**src/hdl/ulp_pkg.sv**
```systemverilog
// Constants for the low-power mode control and wake-source status block.
// Assumes a 32-bit APB slave where each register index maps to byte address index*4.
package ulp_pkg;
  // Register indices; the byte address is four times the index
  localparam logic [9:0] IDX_WAKE_STATUS = 10'h042;
  localparam logic [9:0] IDX_LP_CONTROL = 10'h0A2;
  localparam logic [9:0] IDX_MASTER_CONTROL = 10'h0A0;
  localparam logic [9:0] IDX_PM_MASK = 10'h0C0;
  localparam logic [9:0] IDX_INT_STATUS = 10'h0C1;
  localparam logic [9:0] IDX_INT_MASK = 10'h0C2;
  localparam int ADDR_W = 12;
  localparam int PM_PINS = 8;
  // Field positions in low_power_control
  localparam int LPC_POLARITY = 0;
  localparam int LPC_PM_ENABLE = 1;
  localparam int LPC_DISPLAY_LP = 3;
  localparam int LPC_RTC_DISABLE = 4;
  localparam logic [7:0] LPC_WRITE_MASK = 8'h1B;
  localparam logic [7:0] LPC_RESET = 8'h00;
  // Field positions in wake_source_status
  localparam int WS_PORTMATCH = 0;
  localparam int WS_ALARM = 1;
  localparam int WS_OSC_FAIL = 2;
  localparam logic [2:0] WS_RESET = 3'h0;
  // Field positions in master_control (action bits only)
  localparam int MC_MASK_RESET = 1;
  localparam int MC_STATUS_CLEAR = 6;
  // Interrupt status and mask fields
  localparam int IRQ_W = 2;
  localparam int IRQ_WAKE = 0;
  localparam int IRQ_REFUSED = 1;
  localparam logic [IRQ_W-1:0] IRQ_RESET = 2'h0;
  localparam logic [PM_PINS-1:0] PM_MASK_RESET = 8'h00;
  typedef enum logic [0:0] {ST_NORMAL, ST_LOWPOWER} power_state_e;
endpackage

```
**src/hdl/ulp_mode_control.sv**
```systemverilog
// Low-power mode control with wake-source capture, APB registers and an interrupt.
// Assumes pins and event inputs are synchronous to pclk; a single clock domain.
//
// Notes on behaviour
// - Upper five bits of wake_source_status read zero, writes ignored.
// - Port-match wake detection active in low power when its enable bit is set.
// - Rising edge on power-down or slave-select pin enters low power.
// - Falling edge on either pin wakes, regulator back on.
// - Port-match enable bit self-clears on wake-up.
// - Wake cause reported in status: alarm, oscillator failure, port match.
// - Status bit 2 set when last wake was oscillator failure.
// - Status bit 1 set when last wake was clock alarm.
// - Status bit 0 set when last wake was port match.
// - All status bits zero after wake means a pin falling edge woke it.
// - Writing one to master_control status-clear bit clears wake status.
// - One common polarity for all pins; level-sensitive match every cycle.
// - Mask bit 0 blocks a pin's port match, 1 allows it.
// - Entry refused while a wake event is pending; interrupt stays asserted.
// - Oscillator disabled means no alarm or oscillator-failure wake-ups.
`timescale 1ns/1ns
`default_nettype none
module ulp_mode_control
  import ulp_pkg::*;
(
  input wire logic pclk,
  input wire logic presetn,
  input wire logic psel,
  input wire logic penable,
  input wire logic pwrite,
  input wire logic [ulp_pkg::ADDR_W-1:0] paddr,
  input wire logic [31:0] pwdata,
  output logic [31:0] prdata,
  output logic pready,
  output logic pslverr,
  input wire logic power_down_pin,
  input wire logic slave_select_pin,
  input wire logic alarm_event,
  input wire logic osc_fail_event,
  input wire logic [ulp_pkg::PM_PINS-1:0] port_pins,
  output logic regulator_enable,
  output logic low_power_mode,
  output logic irq
);
  import ulp_pkg::*;

  power_state_e state_q;
  logic [7:0] lpc_q;
  logic [2:0] wake_status_q;
  logic [PM_PINS-1:0] pm_mask_q;
  logic [IRQ_W-1:0] int_status_q;
  logic [IRQ_W-1:0] int_mask_q;
  logic pwr_prev_q;
  logic nss_prev_q;
  logic [31:0] prdata_q;
  logic [9:0] reg_idx;
  logic wr_access;
  logic setup_phase;
  logic mapped;
  logic pin_rise;
  logic pin_fall;
  logic alarm_hit;
  logic fail_hit;
  logic pm_hit;
  logic pending;
  logic wake_now;
  logic enter_now;
  logic refuse_now;
  logic status_clear;
  logic [2:0] wake_cause;
  logic [IRQ_W-1:0] int_set;
  logic [31:0] rd_mux;

  // Bus decode; the slave never stalls, so each transfer ends in its access cycle
  assign reg_idx = paddr[ADDR_W-1:2];
  assign setup_phase = psel && !penable;
  assign wr_access = psel && penable && pwrite;
  assign pready = 1'b1;
  assign mapped = (reg_idx == IDX_WAKE_STATUS) || (reg_idx == IDX_LP_CONTROL)
               || (reg_idx == IDX_MASTER_CONTROL) || (reg_idx == IDX_PM_MASK)
               || (reg_idx == IDX_INT_STATUS) || (reg_idx == IDX_INT_MASK);
  assign pslverr = psel && penable && !mapped;

  // Pin edges against last cycle; both pins act alike
  assign pin_rise = (power_down_pin && !pwr_prev_q) || (slave_select_pin && !nss_prev_q);
  assign pin_fall = (!power_down_pin && pwr_prev_q) || (!slave_select_pin && nss_prev_q);

  // Wake sources while in low power; oscillator sources vanish when disabled
  assign alarm_hit = alarm_event && !lpc_q[LPC_RTC_DISABLE];
  assign fail_hit = osc_fail_event && !lpc_q[LPC_RTC_DISABLE];
  // Polarity 0 matches a high level, 1 a low level, on every unmasked pin
  assign pm_hit = lpc_q[LPC_PM_ENABLE]
               && |(pm_mask_q & (port_pins ^ {PM_PINS{lpc_q[LPC_POLARITY]}}));
  assign wake_cause = {fail_hit, alarm_hit, pm_hit};

  // A pending interrupt blocks entry, so the host can see the refusal on irq
  assign pending = irq;
  assign enter_now = (state_q == ST_NORMAL) && pin_rise && !pending;
  assign refuse_now = (state_q == ST_NORMAL) && pin_rise && pending;
  assign wake_now = (state_q == ST_LOWPOWER) && (pin_fall || |wake_cause);

  assign status_clear = wr_access && (reg_idx == IDX_MASTER_CONTROL)
                     && pwdata[MC_STATUS_CLEAR];

  // Pin history; reset high so a pin already high at reset is not an entry edge
  always_ff @(posedge pclk or negedge presetn)
  begin
    if (!presetn)
    begin
      pwr_prev_q <= 1'b1;
      nss_prev_q <= 1'b1;
    end
    else
    begin
      pwr_prev_q <= power_down_pin;
      nss_prev_q <= slave_select_pin;
    end
  end

  // Power state
  always_ff @(posedge pclk or negedge presetn)
  begin
    if (!presetn)
    begin
      state_q <= ST_NORMAL;
    end
    else
    begin
      unique case (state_q)
        ST_NORMAL:
        begin
          if (enter_now)
          begin
            state_q <= ST_LOWPOWER;
          end
        end
        ST_LOWPOWER:
        begin
          if (wake_now)
          begin
            state_q <= ST_NORMAL;
          end
        end
      endcase
    end
  end

  assign low_power_mode = (state_q == ST_LOWPOWER);
  assign regulator_enable = (state_q == ST_NORMAL);

  // Control register; wake-up self-clears the port-match enable and wins over a write
  always_ff @(posedge pclk or negedge presetn)
  begin
    if (!presetn)
    begin
      lpc_q <= LPC_RESET;
    end
    else
    begin
      if (wr_access && (reg_idx == IDX_LP_CONTROL))
      begin
        lpc_q <= pwdata[7:0] & LPC_WRITE_MASK;
      end
      if (wake_now)
      begin
        lpc_q[LPC_PM_ENABLE] <= 1'b0;
      end
    end
  end

  // Wake-source status; capture at wake wins over a clear in the same cycle
  always_ff @(posedge pclk or negedge presetn)
  begin
    if (!presetn)
    begin
      wake_status_q <= WS_RESET;
    end
    else if (wake_now)
    begin
      wake_status_q <= wake_cause;
    end
    else if (status_clear)
    begin
      wake_status_q <= WS_RESET;
    end
  end

  // Per-pin mask; the master control reset action zeroes every mask bit
  always_ff @(posedge pclk or negedge presetn)
  begin
    if (!presetn)
    begin
      pm_mask_q <= PM_MASK_RESET;
    end
    else if (wr_access && (reg_idx == IDX_MASTER_CONTROL) && pwdata[MC_MASK_RESET])
    begin
      pm_mask_q <= PM_MASK_RESET;
    end
    else if (wr_access && (reg_idx == IDX_PM_MASK))
    begin
      pm_mask_q <= pwdata[PM_PINS-1:0];
    end
  end

  // Interrupt status: sticky, write one to clear, a new event wins over its clear
  assign int_set = {refuse_now, wake_now};
  always_ff @(posedge pclk or negedge presetn)
  begin
    if (!presetn)
    begin
      int_status_q <= IRQ_RESET;
    end
    else
    begin
      if (wr_access && (reg_idx == IDX_INT_STATUS))
      begin
        int_status_q <= (int_status_q & ~pwdata[IRQ_W-1:0]) | int_set;
      end
      else
      begin
        int_status_q <= int_status_q | int_set;
      end
    end
  end

  // Interrupt mask
  always_ff @(posedge pclk or negedge presetn)
  begin
    if (!presetn)
    begin
      int_mask_q <= IRQ_RESET;
    end
    else if (wr_access && (reg_idx == IDX_INT_MASK))
    begin
      int_mask_q <= pwdata[IRQ_W-1:0];
    end
  end

  assign irq = |(int_status_q & int_mask_q);

  // Read mux; unused and action bits read zero
  always_comb
  begin
    rd_mux = 32'h0000_0000;
    unique case (reg_idx)
      IDX_WAKE_STATUS: rd_mux = {29'h0000_0000, wake_status_q};
      IDX_LP_CONTROL: rd_mux = {24'h00_0000, lpc_q};
      IDX_PM_MASK: rd_mux = {24'h00_0000, pm_mask_q};
      IDX_INT_STATUS: rd_mux = {30'h0000_0000, int_status_q};
      IDX_INT_MASK: rd_mux = {30'h0000_0000, int_mask_q};
      default: rd_mux = 32'h0000_0000;
    endcase
  end

  // Read data is latched in the setup cycle so it stands from a flop in the access cycle
  always_ff @(posedge pclk or negedge presetn)
  begin
    if (!presetn)
    begin
      prdata_q <= 32'h0000_0000;
    end
    else if (setup_phase && !pwrite)
    begin
      prdata_q <= rd_mux;
    end
  end
  assign prdata = prdata_q;
endmodule
`default_nettype wire

```
**config.mk**
```make
export PLATFORM = sky130hd
export DESIGN_NAME = ulp_mode_control
export DESIGN_NICKNAME = d
export VERILOG_FILES = /design/src/hdl/ulp_pkg.sv /design/src/hdl/ulp_mode_control.sv
export SDC_FILE = /design/constraint.sdc
export NUM_CORES = 1
export LEC_CHECK = 0
export BUFFER_PORTS_ARGS = -buffer_cell sky130_fd_sc_hd__clkbuf_2
export CORE_ASPECT_RATIO = 0.6
export CORE_MARGIN = 5
export CORE_UTILIZATION = 30
export DETAILED_ROUTE_END_ITERATION = 6
export PLACE_DENSITY_LB_ADDON = 0.08
export SYNTH_ARGS = -nofsm -noshare
export SYNTH_HDL_FRONTEND = slang
export SYNTH_SLANG_ARGS = --single-unit
export TNS_END_PERCENT = 10
```
**constraint.sdc**
```tcl
create_clock -name pclk -period 1.5 [get_ports pclk]
set_input_delay 0.3 -clock pclk [delete_from_list [all_inputs] [get_ports pclk]]
set_output_delay 0.3 -clock pclk [all_outputs]
set_load 0.02 [all_outputs]
```
==> impl_metrics.ini <==
[timing]
final_max_slew_viol_count = 0
grt_setup_unrepaired = true
finalHoldViolations = 0
setup_ws_ns = -0.273
finalSetupViolCount = 7
hold_slack_ns = 0.0355
worst_pin_slew_ns = 0.498
slew_headroom_pct = 66.6
period_needed_ns = 1.77
finClkSkew_ns = 0.00504
period_share_pct = 118
fmax_mhz = 564

[synthesis]
async_reset_ff_share_pct = 100
syn-cell-area_sq_mm = 0.00188
yosys.area.top_type = dfrtp_1
yosysSeqAreaShare_pct = 40.1
yosys.area_share.simple_pct = 22.9
synth-edff-count = 0
ys_ff_latch = 30
synth_compound_area_share_pct = 14.2
post_synth_num_cell_types = 48
synth_top_family_by_area = simple AND/OR/NAND/NOR gates
synth_common_cells = 28 x dfrtp_1, 26 x buf_4, 16 x nor2_1
muxShareOfSynthArea_pct = 8.32
synth-main-ff-cell = dfrtp_1
synth_xor_area_share_pct = 0
synth_most_common_cell = dfrtp_1
yosysTopAreaCellShare_pct = 37.3
ys.warnings.count = 0
yosys.area_share.adder_pct = 0
syn_area_per_cell_sq_um = 9.59
synth.area.top_cells = dfrtp_1 37%, buf_4 10%, mux2i_1 5.3%, nor2_1 3.2%, mux2_2 3.0%
synthCells = 196

[detailed_routing]
ant_nets = 0
wl_per_cell_um = 14.6
drcViolationCount = 0
dr.pass1.iters = 4
via_count = 1613
drt_iter0_markers = 72
routed_wl_um = 5180
via_per_inst = 4.54

[clock_tree]
numCtsBuffers = 5
cts_hold_buf = 0
clock_latency_ns = 0.28
cts_max_level = 2
cts_tree = done
cts_sinks = 30
clkTransAtPathRegs_ns = 0.06
cts_buffer_depth = 2
cts_root_buf = clkbuf_8
postCtsSetupBuffers = 0

[floorplanning]
die_y_um = 71.3
start_util_pct = 30.8
io_pins = 98
placementRows = 22
core_area_sq_mm = 0.00611
dieArea_sq_mm = 0.00800
chipWidth_um = 112

[finish]
instances_no_fill = 355
areaGrowthSynthToFinish_pct = 28.4
diodes = 0
drive_gt1_share_pct = 38.4
nNetsFinal = 331

[placement]
dp_hpwl_um = 4170
port_buffers = 46
pre_cts_slack_ns = -0.329
gp_congestion = 0.763
dp.cells = 347

[grt]
grt_use_total_pct = 13.1
grt_antenna_before_repair = 0
grt_overflow = 0
grt_pass1_vias = 1588
grt_max_degree = 31
grt_pass1_wl_um = 8270

[critical_path]
crit_path_end_kind = output port
startpoint_type = primary input
arrival_ns = 1.47
worstPathMaxFanout = 2
crit_type = in -> out
r2r_cells = 5
required_ns = 1.20

[status]
status = finished with violations
failed_checks = negative setup slack

[power]
irDropWorstVdd_mv = 0.301
p_leak_nw = 1.24
powerDensity_mw_per_mm2 = 865

[min_path]
hold_path_class = in -> async

[job]
cap_violations = 0
worst paths after layout:
check | start | endpoint | slack, ns
worst max-delay path | paddr[10] | pslverr | -0.27
worst min-delay path | presetn | pm_mask_q[1] | 0.04
worst max register to register | pm_mask_q[2] | low_power_mode | -0.15
worst min register to register | int_status_q[1] | int_status_q[1] | 0.53
max in group asynchronous | presetn | pwr_prev_q | 1.14
min in group pclk | power_down_pin | pwr_prev_q | 0.13
layer usage:
layer	GRT usage [%]	vias up	share of wire (%)
met5	0	-	0
met1	20.4	747	53
met4	3.20	0	0.96
met3	3.97	8	7.5
li1	-	806	-
met2	17.2	52	38
sequential cells by signal (all words and copies together), names as in the netlist:
name	count
int_mask_q	2
int_status_q	2
low_power_mode	1
lpc_q	4
nss_prev_q	1
pm_mask_q	8
prdata	8
pwr_prev_q	1
wake_status_q	3
report_power, final:
part	total, mW	internal, mW	switching, mW	leakage (nW)
Combinational	0.543	0.208	0.335	0.813
Clock	0.622	0.329	0.293	0.0395
Sequential	0.924	0.880	0.0443	0.386
Total	2.09	1.42	0.672	1.24
kinds of logic after synthesis:
kind of cell | count (synthesis)
DFF | 30
other | 2
muxes | 15
buffers and inverters | 43
and+or+nand+nor | 69
AOI/OAI and AO/OA | 37
layout make-up:
type	instances	area, sq um
fill	654	3700
clock buffer	8	80.1
timing repair buffer	75	467
tap	84	105
multi-input combinational	146	965
sequential	30	753
inverter	12	45.0
metrics by stage:
step	power [mW]	instance area [sq um]	utilization (%)	setup TNS [ns]
2_1_floorplan	1.27	1970	-	-0.136
3_3_place_gp	1.48	2310	37.8	-3.31
3_5_place_dp	1.48	2310	37.8	-2.95
4_1_cts	2.11	2410	39.5	-1.15
5_1_grt	2.20	2410	39.5	-1.52
6_report	2.09	2410	39.5	-0.997
layout by cell type, fill, tap and decap left out, types with 2 or more instances in the layout:
cell	Yosys	layout
a32oi_1	2	2
nor4_1	2	2
a21oi_1	3	3
and3_2	5	5
clkbuf_8	0	5
nand4_1	5	5
dfstp_2	2	2
o21ai_0	8	8
a31oi_1	3	3
o22ai_1	2	2
a22oi_1	5	4
nor2_1	16	15
nor4b_4	2	2
buf_4	26	28
dfrtp_1	28	28
o31ai_1	3	3
clkbuf_2	0	45
conb_1	2	25
nor3_1	5	5
clkbuf_1	4	3
nand2b_1	4	4
nand2_1	10	10
nor2b_1	3	3
inv_1	12	12
nand3_1	6	6
mux2i_1	10	10
mux2_2	5	5
timing repair:
item                       in CTS  in global routing
gates cloned                    0                  0
setup endpoints to repair       8                  8
resized for setup               5                  2
pin swaps                       0                  1
worst max-delay path, cell delays in order:
cell and delay, ns:
clkbuf_2 0.11, or3_4 0.41, nor2_4 0.10, a21oi_1 0.07, o41a_1 0.35, buf_6 0.15
(Power assumes the default switching activity.)
